**config.mk**
```make
export PLATFORM = sky130hd
export DESIGN_NAME = ssp_port
export DESIGN_NICKNAME = d
export VERILOG_FILES = /design/src/shared/ssp_pkg.sv /design/src/hw/ssp_port.sv /design/src/hw/ssp_sync.sv
export SDC_FILE = /design/constraint.sdc
export NUM_CORES = 1
export LEC_CHECK = 0
export BUFFER_PORTS_ARGS = -buffer_cell sky130_fd_sc_hd__buf_4
export CORE_ASPECT_RATIO = 0.8
export CORE_MARGIN = 2
export CORE_UTILIZATION = 25
export CTS_CLUSTER_DIAMETER = 200
export DETAILED_ROUTE_END_ITERATION = 10
export PLACE_DENSITY = 0.52
export SYNTH_ARGS = -nofsm -noshare
export SYNTH_HDL_FRONTEND = slang
export SYNTH_SLANG_ARGS = --single-unit
```
**constraint.sdc**
```tcl
create_clock -name CLK -period 2.1 [get_ports CLK]
set_input_delay 0.21 -clock CLK [delete_from_list [all_inputs] [get_ports CLK]]
set_output_delay 0.21 -clock CLK [all_outputs]
set_load 0.01 [all_outputs]
```
**src/shared/ssp_pkg.sv**
```systemverilog
package ssp_pkg;
  // ----------------------------------------------------------------
  // Mode, framing and reset constants
  // ----------------------------------------------------------------
  localparam logic [1:0] MODE_SPI = 2'h1;    // Serial mode code for SPI
  localparam logic [3:0] LAST_EDGE = 4'hf;   // 16 edges = 8 SCK periods
  localparam logic [4:0] EDGES_BEFORE_LAST = 5'h0f;
  localparam logic [8:0] HALF_BASE = 9'h002; // Half period at fsys/4
  localparam logic [7:0] IDLE_FILL = 8'h00;  // Sent when nothing loaded
  localparam logic [7:0] DATA_RST = 8'h00;
  localparam logic FLAG_RST = 1'b0;
  localparam int SYNC_WIDTH = 4;

  // Master sequencer states
  typedef enum logic [0:0] {
    SSP_IDLE = 1'b0,
    SSP_RUN = 1'b1
  } ssp_state_t;
endpackage : ssp_pkg

```
**src/hw/ssp_port.sv**
```systemverilog
`timescale 1ns/10ps
// Contract
// - SPI only when mode 01 and enabled
// - Master SCK divides fsys by 4 to 512
// - Bit order 0 sends MSB first
// - Interrupt when done flag and enable set
// - Unselected slave tristates MISO
// - Byte takes exactly eight SCK periods
// - Unselected slave ignores SCK
// - Shift in and out together
// - Data write loads tx, read returns rx
// - Master write starts transfer when idle
// - Write during transfer sets collision flag
// - Master end sets done flag, interrupt
// - Master done means received byte ready
// - Master select 0 gives slave mode
// - Slave sets done after eight bits
// - Slave holds rx while done is set
// - Slave sends 0x00 when nothing loaded
// - Collision flag sticky, no interrupt, no halt
// - Polarity bit sets idle SCK level
// - Phase 0 captures on first edge
// - Phase 1 drives first edge, captures second
module ssp_port (
  // Clock and reset
  input wire logic CLK,
  input wire logic RST_N,
  // Configuration
  input wire logic [1:0] SERIAL_MODE_SELECT,
  input wire logic PORT_ENABLE,
  input wire logic MASTER_SELECT,
  input wire logic CLOCK_IDLE_POLARITY,
  input wire logic CLOCK_SAMPLE_PHASE,
  input wire logic [2:0] SCK_DIVIDER_SELECT,
  input wire logic BIT_ORDER_SELECT,
  input wire logic BUFFER_IRQ_ENABLE,
  // Data register access
  input wire logic DATA_WR,
  input wire logic [7:0] DATA_WDATA,
  output logic [7:0] DATA_RDATA,
  // Status flags and their software clears
  input wire logic DONE_CLR,
  input wire logic COLLISION_CLR,
  output logic TRANSFER_DONE_FLAG,
  output logic WRITE_COLLISION_FLAG,
  output logic TX_BUSY,
  output logic SPI_IRQ,
  // Serial clock pin
  input wire logic SCK_IN,
  output logic SCK_OUT,
  output logic SCK_OE_N,
  // Master-out data pin
  input wire logic MOSI_IN,
  output logic MOSI_OUT,
  output logic MOSI_OE_N,
  // Master-in data pin
  input wire logic MISO_IN,
  output logic MISO_OUT,
  output logic MISO_OE_N,
  // Slave select, active low
  input wire logic SS_N_IN
);
  // ----------------------------------------------------------------
  // Declarations
  // ----------------------------------------------------------------
  ssp_pkg::ssp_state_t state_r, state_nxt;
  logic [ssp_pkg::SYNC_WIDTH-1:0] sync_q;
  logic [7:0] shift_r, rx_r;
  logic [3:0] edge_cnt_r;
  logic [8:0] div_cnt_r;
  logic [4:0] tgl_cnt_r;
  logic samp_r, sck_r, sck_d_r, done_r, coll_r;
  wire sck_s, mosi_s, miso_s, ss_n_s, active, is_master, m_run, slave_sel;
  wire half_tick, sck_edge, edge_ev, samp_edge, shift_edge, last_ev, shift_do;
  wire din, ins_bit, out_bit, busy, wr_ok, wr_coll, start;
  wire [8:0] half_lim;
  wire [7:0] shifted;

  // ----------------------------------------------------------------
  // Pin synchronisation
  // ----------------------------------------------------------------
  // SCK enters relative to idle and SS inverted: the flops' reset zero
  // means idle and deselected, so no false edge or select after reset
  ssp_sync #(.WIDTH(ssp_pkg::SYNC_WIDTH)) u_sync (
    .clk(CLK),
    .rst_n(RST_N),
    .d_in({SCK_IN ^ CLOCK_IDLE_POLARITY, MOSI_IN, MISO_IN, !SS_N_IN}),
    .q_out(sync_q)
  );

  assign {sck_s, mosi_s, miso_s, ss_n_s} = sync_q ^ 4'h1;

  // ----------------------------------------------------------------
  // Mode decode and event selection
  // ----------------------------------------------------------------
  // SPI mode gate
  assign active = (SERIAL_MODE_SELECT == ssp_pkg::MODE_SPI) && PORT_ENABLE;
  assign is_master = active && MASTER_SELECT;
  assign m_run = is_master && (state_r == ssp_pkg::SSP_RUN);
  assign slave_sel = active && !MASTER_SELECT && !ss_n_s;
  // half period is 2 << select
  assign half_lim = (ssp_pkg::HALF_BASE << SCK_DIVIDER_SELECT) - 9'h001;
  assign half_tick = (div_cnt_r == half_lim);
  assign sck_edge = sck_s ^ sck_d_r;
  // slave takes nothing while done is set
  assign edge_ev = m_run ? half_tick : (slave_sel && sck_edge && !done_r);
  // phase 0 samples on even edges
  // phase 1 samples on odd edges
  assign samp_edge = edge_ev && (edge_cnt_r[0] == CLOCK_SAMPLE_PHASE);
  assign shift_edge = edge_ev && !samp_edge &&
                      !(CLOCK_SAMPLE_PHASE && (edge_cnt_r == 4'h0));
  assign last_ev = edge_ev && (edge_cnt_r == ssp_pkg::LAST_EDGE);
  assign shift_do = shift_edge || (last_ev && CLOCK_SAMPLE_PHASE);

  // ----------------------------------------------------------------
  // Shift datapath
  // ----------------------------------------------------------------
  // one register shifts out and in at once
  assign din = is_master ? miso_s : mosi_s;
  assign ins_bit = (last_ev && CLOCK_SAMPLE_PHASE) ? din : samp_r;
  assign shifted = BIT_ORDER_SELECT ? {ins_bit, shift_r[7:1]}
                                    : {shift_r[6:0], ins_bit};
  assign out_bit = BIT_ORDER_SELECT ? shift_r[0] : shift_r[7];

  // Data register writes, refused when a byte is in flight
  assign busy = m_run || (!MASTER_SELECT && (edge_cnt_r != 4'h0));
  assign wr_ok = DATA_WR && active && !busy;
  assign wr_coll = DATA_WR && active && busy;
  assign start = wr_ok && MASTER_SELECT;

  // write loads transmit, read returns receive
  // refill with zero after each byte
  always_ff @(posedge CLK or negedge RST_N) begin
    if (!RST_N) begin
      shift_r <= ssp_pkg::DATA_RST;
    end else if (wr_ok) begin
      shift_r <= DATA_WDATA;
    end else if (last_ev) begin
      shift_r <= ssp_pkg::IDLE_FILL;
    end else if (shift_do) begin
      shift_r <= shifted;
    end
  end

  // received byte lands with the done flag
  always_ff @(posedge CLK or negedge RST_N) begin
    if (!RST_N) begin
      rx_r <= ssp_pkg::DATA_RST;
    end else if (last_ev) begin
      rx_r <= shifted;
    end
  end

  // Sampled bit waits for the following shift edge
  always_ff @(posedge CLK or negedge RST_N) begin
    if (!RST_N) begin
      samp_r <= 1'b0;
    end else if (samp_edge) begin
      samp_r <= din;
    end
  end

  always_ff @(posedge CLK or negedge RST_N) begin
    if (!RST_N) begin
      edge_cnt_r <= 4'h0;
    end else if (!active || (!MASTER_SELECT && ss_n_s) || start) begin
      edge_cnt_r <= 4'h0;
    end else if (edge_ev) begin
      edge_cnt_r <= edge_cnt_r + 4'h1;
    end
  end

  // ----------------------------------------------------------------
  // Master sequencer and clock generator
  // ----------------------------------------------------------------
  always_comb begin
    state_nxt = state_r;
    case (state_r)
      ssp_pkg::SSP_IDLE: begin
        if (start) begin
          state_nxt = ssp_pkg::SSP_RUN;
        end
      end
      ssp_pkg::SSP_RUN: begin
        if (last_ev || !is_master) begin
          state_nxt = ssp_pkg::SSP_IDLE;
        end
      end
      default: begin
        state_nxt = ssp_pkg::SSP_IDLE;
      end
    endcase
  end

  always_ff @(posedge CLK or negedge RST_N) begin
    if (!RST_N) begin
      state_r <= ssp_pkg::SSP_IDLE;
    end else begin
      state_r <= state_nxt;
    end
  end

  // divider restarts at every half period
  always_ff @(posedge CLK or negedge RST_N) begin
    if (!RST_N) begin
      div_cnt_r <= 9'h000;
    end else if (!m_run || half_tick) begin
      div_cnt_r <= 9'h000;
    end else begin
      div_cnt_r <= div_cnt_r + 9'h001;
    end
  end

  always_ff @(posedge CLK or negedge RST_N) begin
    if (!RST_N) begin
      sck_r <= 1'b0;
    end else if (!m_run) begin
      sck_r <= CLOCK_IDLE_POLARITY;
    end else if (half_tick) begin
      sck_r <= ~sck_r;
    end
  end

  // Edge detector reads only the synchronised copy
  always_ff @(posedge CLK or negedge RST_N) begin
    if (!RST_N) begin
      sck_d_r <= 1'b0;
    end else begin
      sck_d_r <= sck_s;
    end
  end

  // ----------------------------------------------------------------
  // Status flags
  // ----------------------------------------------------------------
  // done set at byte end, set beats clear
  // slave sets done after eight bits
  always_ff @(posedge CLK or negedge RST_N) begin
    if (!RST_N) begin
      done_r <= ssp_pkg::FLAG_RST;
    end else if (last_ev) begin
      done_r <= 1'b1;
    end else if (DONE_CLR) begin
      done_r <= 1'b0;
    end
  end

  always_ff @(posedge CLK or negedge RST_N) begin
    if (!RST_N) begin
      coll_r <= ssp_pkg::FLAG_RST;
    end else if (wr_coll) begin
      coll_r <= 1'b1;
    end else if (COLLISION_CLR) begin
      coll_r <= 1'b0;
    end
  end

  // ----------------------------------------------------------------
  // Outputs
  // ----------------------------------------------------------------
  assign DATA_RDATA = rx_r;
  assign TRANSFER_DONE_FLAG = done_r;
  assign WRITE_COLLISION_FLAG = coll_r;
  assign TX_BUSY = busy;
  // interrupt needs done and enable; collision never feeds it
  assign SPI_IRQ = done_r && BUFFER_IRQ_ENABLE;
  assign SCK_OUT = sck_r;
  assign SCK_OE_N = !is_master;
  assign MOSI_OUT = out_bit;
  assign MOSI_OE_N = !is_master;
  assign MISO_OUT = out_bit;
  assign MISO_OE_N = !slave_sel;

  // ----------------------------------------------------------------
  // Checks
  // ----------------------------------------------------------------
  // Counts SCK toggles within one master byte
  always_ff @(posedge CLK or negedge RST_N) begin
    if (!RST_N) begin
      tgl_cnt_r <= 5'h00;
    end else if (start) begin
      tgl_cnt_r <= 5'h00;
    end else if (m_run && half_tick) begin
      tgl_cnt_r <= tgl_cnt_r + 5'h01;
    end
  end
endmodule : ssp_port

```
**src/hw/ssp_sync.sv**
```systemverilog
`timescale 1ns/10ps
// Two-flop synchroniser for pins that arrive from outside CLK's domain
module ssp_sync #(
  parameter int WIDTH = 4
) (
  // Clock and reset
  input wire logic clk,
  input wire logic rst_n,
  // Asynchronous inputs and their synchronised copies
  input wire logic [WIDTH-1:0] d_in,
  output logic [WIDTH-1:0] q_out
);
  logic [WIDTH-1:0] meta_r;

  // Only the second stage is visible to the rest of the design
  always_ff @(posedge clk or negedge rst_n) begin
    if (!rst_n) begin
      meta_r <= '0;
      q_out <= '0;
    end else begin
      meta_r <= d_in;
      q_out <= meta_r;
    end
  end
endmodule : ssp_sync

```
==> Word level (Yosys, flattened, before mapping) <==
Index checks and enable logic that the tools add are counted.
{ "word_totals": {"regBits": 43, "latch_bits": 0, "ram_bits": 0, "rom_bits": 0, "word_cells": 88, "mem_count": 0} }
{ "op_classes": {"n_addsub": 3, "n_mul": 0, "div_mod_pow": 0, "order_cmp": 0, "n_eq_ne": 5, "shift": 1, "muxes": 20, "n_bitwise": 5, "n_reduce_logical": 42} }
{ "ops": {"columns": ["operator", "count"], "rows": [
  ["two-way mux 8 bit", 4],
  ["logical AND 1 bit", 20],
  ["two-way mux 1 bit", 12],
  ["zero test 1 bit", 10],
  ["adder 9 x 1 -> 9 bit, second input constant", 1],
  ["equality test 9 bit", 1],
  ["two-way mux 9 bit", 1],
  ["left shift 2 x 3 -> 9 bit, first input constant", 1],
  ["subtractor 9 x 1 -> 9 bit, second input constant", 1],
  ["two-way mux 4 bit", 2],
  ["logical OR 1 bit", 6],
  ["nonzero test 2 bit", 3],
  ["adder 4 x 1 -> 4 bit, second input constant", 1],
  ["equality test 4 bit, second input constant", 1],
  ["zero test 4 bit", 1],
  ["nonzero test 4 bit", 1],
  ["inverter 1 bit", 3],
  ["nonzero test 3 bit", 1],
  ["equality test 2 x 1 -> 1 bit, second input constant", 1],
  ["inequality test 2 x 1 -> 1 bit, second input constant", 1],
  ["case mux 1 bit (2 select lines)", 1],
  ["XOR 1 bit", 2],
  ["equality test 1 bit", 1]
]} }

==> Longest topological paths before layout <==
{ "depth": {"ltp_word": 15, "mapped_depth": 12, "ltp_nobuf": 10} }

==> Hierarchy <==
A second synthesis with hierarchy kept.
{ "hier_totals": {"hier_cells": 228, "hier_area_um2": 2377.3} }
{ "by_module_without_submodules": {"columns": ["module", "n_inst", "cells_each", "area_each_um2", "seq_area_each_um2"], "rows": [
  ["ssp_port", 1, 220, 2177.1, 875.8],
  ["ssp_sync", 1, 8, 200.2, 200.2]
]} }

==> Least setup slack after synthesis <==
No wires, ideal clock.
{ "synth_path": {"path_type": "input-to-reg", "startpoint": "in SCK_DIVIDER_SELECT[2]", "endpoint": "reg shift_r[0]", "arrival_ps": 2762, "setup_slack_ps": -794, "path_stages": 10, "path_buffers": 1, "cell_sequence": "buf_4 > or3_4 > ha_1 > nor4b_1 > o31a_1 > o2111ai_1 > o41ai_4 > nand2_2 > a211oi_1 > o31ai_1"} }
{ "synth_via": {"elab_chain_len": 11, "word_cells_on_any_way": 17, "cone_classes": "1 x add/sub; 1 x eq/ne; 1 x shift; 6 x mux; 8 x reduce/logical"} }
{ "synth_rtl": {"columns": ["element", "line_no", "rtl"], "rows": [
  ["from (decl)", "ssp_port.sv:34", "input wire logic [2:0] SCK_DIVIDER_SELECT,"],
  ["left shift 2 x 3 -> 9 bit *", "ssp_port.sv:102", "assign half_lim = (ssp_pkg::HALF_BASE << SCK_DIVIDER_SELECT) - 9'h001;"],
  ["subtractor 9 x 1 -> 9 bit *", "ssp_port.sv:102", null],
  ["equality test 9 bit *", "ssp_port.sv:103", "assign half_tick = (div_cnt_r == half_lim);"],
  ["two-way mux 1 bit *", "ssp_port.sv:106", "assign edge_ev = m_run ? half_tick : (slave_sel && sck_edge && !done_r);"],
  ["logical AND 1 bit", "ssp_port.sv:112", "assign last_ev = edge_ev && (edge_cnt_r == ssp_pkg::LAST_EDGE);"],
  ["logical AND 1 bit", "ssp_port.sv:113, ssp_port.sv:120", null],
  ["two-way mux 1 bit", "ssp_port.sv:120", "assign ins_bit = (last_ev && CLOCK_SAMPLE_PHASE) ? din : samp_r;"],
  ["two-way mux 8 bit", "ssp_port.sv:121", "assign shifted = BIT_ORDER_SELECT ? {ins_bit, shift_r[7:1]}"],
  ["two-way mux 8 bit", "ssp_port.sv:140", "end else if (shift_do) begin"],
  ["two-way mux 8 bit", "ssp_port.sv:138", "end else if (last_ev) begin"],
  ["two-way mux 8 bit", "ssp_port.sv:136", "end else if (wr_ok) begin"],
  ["to (signal assigned)", "ssp_port.sv:135", "shift_r <= ssp_pkg::DATA_RST;"],
  ["to (signal assigned)", "ssp_port.sv:139", "shift_r <= ssp_pkg::IDLE_FILL;"],
  ["to (signal assigned)", "ssp_port.sv:141", "shift_r <= shifted;"],
  ["to (decl)", "ssp_port.sv:68", "logic [7:0] shift_r, rx_r;"]
]} }
Mark *: on every way between the ends. The rest lies on a longest branch, timed or not. The select of a mux whose other input is x is not followed.
A chain may end at the register's enable or synchronous reset.

==> Worst setup path in the final report <==
{ "layout_path": {"startpoint": "in SCK_DIVIDER_SELECT[0]", "endpoint": "reg edge_cnt_r[3]"} }
{ "layout_via": {"elab_chain_len": 5} }
{ "layout_rtl": {"columns": ["element", "line_no", "rtl"], "rows": [
  ["left shift 2 x 3 -> 9 bit", "ssp_port.sv:102", null],
  ["subtractor 9 x 1 -> 9 bit", "ssp_port.sv:102", null],
  ["equality test 9 bit", "ssp_port.sv:103", null],
  ["two-way mux 1 bit", "ssp_port.sv:106", null],
  ["nonzero test 2 bit (no source line)", null, null],
  ["to (signal assigned)", "ssp_port.sv:169", "edge_cnt_r <= edge_cnt_r + 4'h1;"],
  ["to (decl)", "ssp_port.sv:69", "logic [3:0] edge_cnt_r;"]
]} }
Every way passes these cells.

==> metrics.txt <==
status=complete, but fails checks; failing checks=negative setup slack; latest clock arrival within the worst-skew pair=290 ps; routed wl met2=2380 um; number of enable flip-flop cells after synthesis=0; syn nets=245; core area=8600 um^2; ANT cells=0; antenna viol nets, final=0; fin crit period=2460 ps; crit share post-route=1.17; Final Max Slew Viols=0; synthesized area per cell=10.5 um^2; Multi-input gate area=1250 um^2; CTS Sinks=43; layout cells sized above 1=0.426; Die Span X=110 um; Critical Path RT=2280 ps; Final Setup Violations=23; vias=1785; Pwr Total=1850 uW; Internal=1380 uW; Layout Nets=320; crit-path max FO=8; final hold slack=48.8 ps; GPL Wtd Cong=0.838; arrival time at the worst endpoint=2640 ps; die height=88.6 um; initial antenna violation count=0; Final Hold Fails=0; CTS max path bufs=2; Fmax=0.407 GHz; DRC=0; IO buf count=45; largest net degree at the start of global routing=44; synth top area cells=dfrtp_1 (48%), mux2_2 (6.5%), mux2i_1 (4.5%); CTS tree=yes; Iteration-0 DRC Markers=75; CTS clock-pin slew for the worst setup and hold paths=90 ps; post-route insts no fill=401; Overflow after GRT=0; net switching power=473 uW; register area=1080 um^2; Die ar.=9720 um^2; sequential-to-total area share from yosys stat=0.481; largest area contributor in the netlist=dfrtp_1; Fillers=860; Synth Register Bits=43; initial core utilization=0.260; fin worst setup slack=-360 ps; Cell variety after synth=45; DR WL/cell=13.2 um; cell count after placement=387; Max Used Layer=met4; CP Class=in -> reg; clock power share=0.358; GRT Overall Usage=0.116; Hold Path Class=in -> reg; vias per inst=4.45; setup TNS=-6950 ps; dpl ws=-699 ps; Comb pwr share=0.150; Detailed Place HPWL=4000 um; ys async rst share=1.00; top_reg_cell synth=dfrtp_1; drt total wl=5280 um; Slew @ Worst Pin=670 ps; Worst slew margin=0.549; Max rail drop VDD=377 uV; Layout area overhead=44.2%; Met3 Wirelength=121 um; Flop pwr share=0.492; Max Clock Skew=4.63 ps; FP Rows=30; # H-tree levels=2; CP Capture Type=flip-flop; RSZ-0062 raised after global routing=yes; max_cap viols=0; sw frac=0.255; first-pass GRT wire length=8630 um; PwrDens=575 nW/um^2; IO Pins=46; Pre-antenna DRT Iters=4; vias in the first global route=1694; Leak Pwr=0.00151 uW; CP Launch Type=primary input; CTS Buf Count=5; met1 WL=2730 um; Mapped Area=2240 um^2; synth warn=0; post-synth top area share=0.481; Post-Syn Instances=213; clock root buffer master=clkbuf_8
timing repair:
item	in CTS	in global routing
cloned	0	0
endpoints found under the setup margin	32	33
endpoints found under the hold margin	43	2
gates resized for setup	21	13
buffers inserted	2	2
pin swaps	11	11
hold buffers	1	2
logic make-up (layout without fill, tap and decap cells):
family,after synthesis,count (layout),share of synthesized area
compound gates,32,32,0.0963
xor+xnor,18,18,0.0739
fa+ha+maj,4,4,0.0224
buf+inv,17,93,0.0358
flops,43,43,0.481
mux,23,23,0.110
simple gates,76,76,0.180
layout make-up:
class,instances,share of cell area
Timing Repair Buffer,76,0.187
Tap cell,112,0.0435
Clock inverter,3,0.0147
Multi-Input combinational cell,153,0.389
Inverter,9,0.0105
Sequential cell,43,0.334
Clock buffer,5,0.0213
power groups by stage:
stage,registers [uW],clock network [uW],logic (uW)
after global routing,919,729,308
after global placement,924,0,254
final,912,664,277
after detailed placement,926,0,255
after floorplan,912,0,149
after CTS,910,694,270
flip-flops by register name (all words and copies together), names as in the netlist:
register and count:
DATA_RDATA 8, SCK_OUT 1, TRANSFER_DONE_FLAG 1, WRITE_COLLISION_FLAG 1
div_cnt_r 9, edge_cnt_r 4, samp_r 1, sck_d_r 1
shift_r 8, state_r 1, u_sync.meta_r 4, u_sync.q_out 4
path summary, 6_finish.rpt:
| check | start | endpoint | slack, ps | cells past startpoint |
|---|---|---|---|---|
| setup / recovery | SCK_DIVIDER_SELECT[0] | edge_cnt_r[3]$_DFFE_PN0P_ | -360 | 12 |
| hold / removal | SS_N_IN | u_sync.meta_r[0]$_DFF_PN0_ | 50 | 2 |
| setup reg to reg | div_cnt_r[4]$_DFF_PN0_ | edge_cnt_r[3]$_DFFE_PN0P_ | -120 | 10 |
| hold reg to reg | u_sync.meta_r[0]$_DFF_PN0_ | u_sync.q_out[0]$_DFF_PN0_ | 360 | 0 |
| max in group asynchronous | RST_N | u_sync.q_out[0]$_DFF_PN0_ | 1290 | 2 |
| min in group asynchronous | RST_N | DATA_RDATA[1]$_DFFE_PN0N_ | 440 | 2 |
layer usage:
| metal | global-route usage | vias up |
|---|---|---|
| met3 | 0.0258 | 4 |
| met5 | 0 | - |
| li1 | - | 890 |
| met1 | 0.176 | 867 |
| met2 | 0.167 | 24 |
| met4 | 0.0288 | 0 |
stage by stage:
stage,util,instance area [um^2]
4_1_cts,0.364,3130
2_1_floorplan,-,2290
5_1_grt,0.375,3220
6_report,0.375,3220
3_3_place_gp,0.338,2900
3_5_place_dp,0.338,2900
synthesized netlist by cell type, types with 5 or more instances:
| cell type | number |
|---|---|
| a21oi_1 | 6 |
| dfrtp_1 | 43 |
| inv_1 | 9 |
| mux2_2 | 13 |
| mux2i_1 | 10 |
| nand2_1 | 20 |
| nand3_1 | 8 |
| nor2_1 | 17 |
| o21ai_0 | 9 |
| o21ai_1 | 5 |
| xnor2_1 | 7 |
| xor2_1 | 10 |
placed cells by master (no fill, tap or decap), types with 3 or more instances in the layout:
cell type,n
o21ai_0,4
xnor2_2,3
clkbuf_8,5
a21oi_1,4
ha_1,3
o21ai_1,9
buf_6,5
dlygate4sd3_1,3
mux2_2,13
inv_1,9
nand2_2,3
nand4_1,3
nand2b_1,3
xnor2_1,5
nand2_1,18
nor2_1,16
buf_4,67
and3_1,3
xor2_1,9
dfrtp_1,43
mux2i_1,9
nand3_1,6
worst max-delay path, stage by stage:
cell and delay [ps]:
buf_6 90, or3_4 390, ha_4 200, and4_1 150
or3_4 390, xor2_4 170, o41ai_4 430, buf_4 180
buf_8 120, nand4_1 100, xor2_1 150, nor2_1 50
Note: power is estimated with default switching activity, not from simulation.
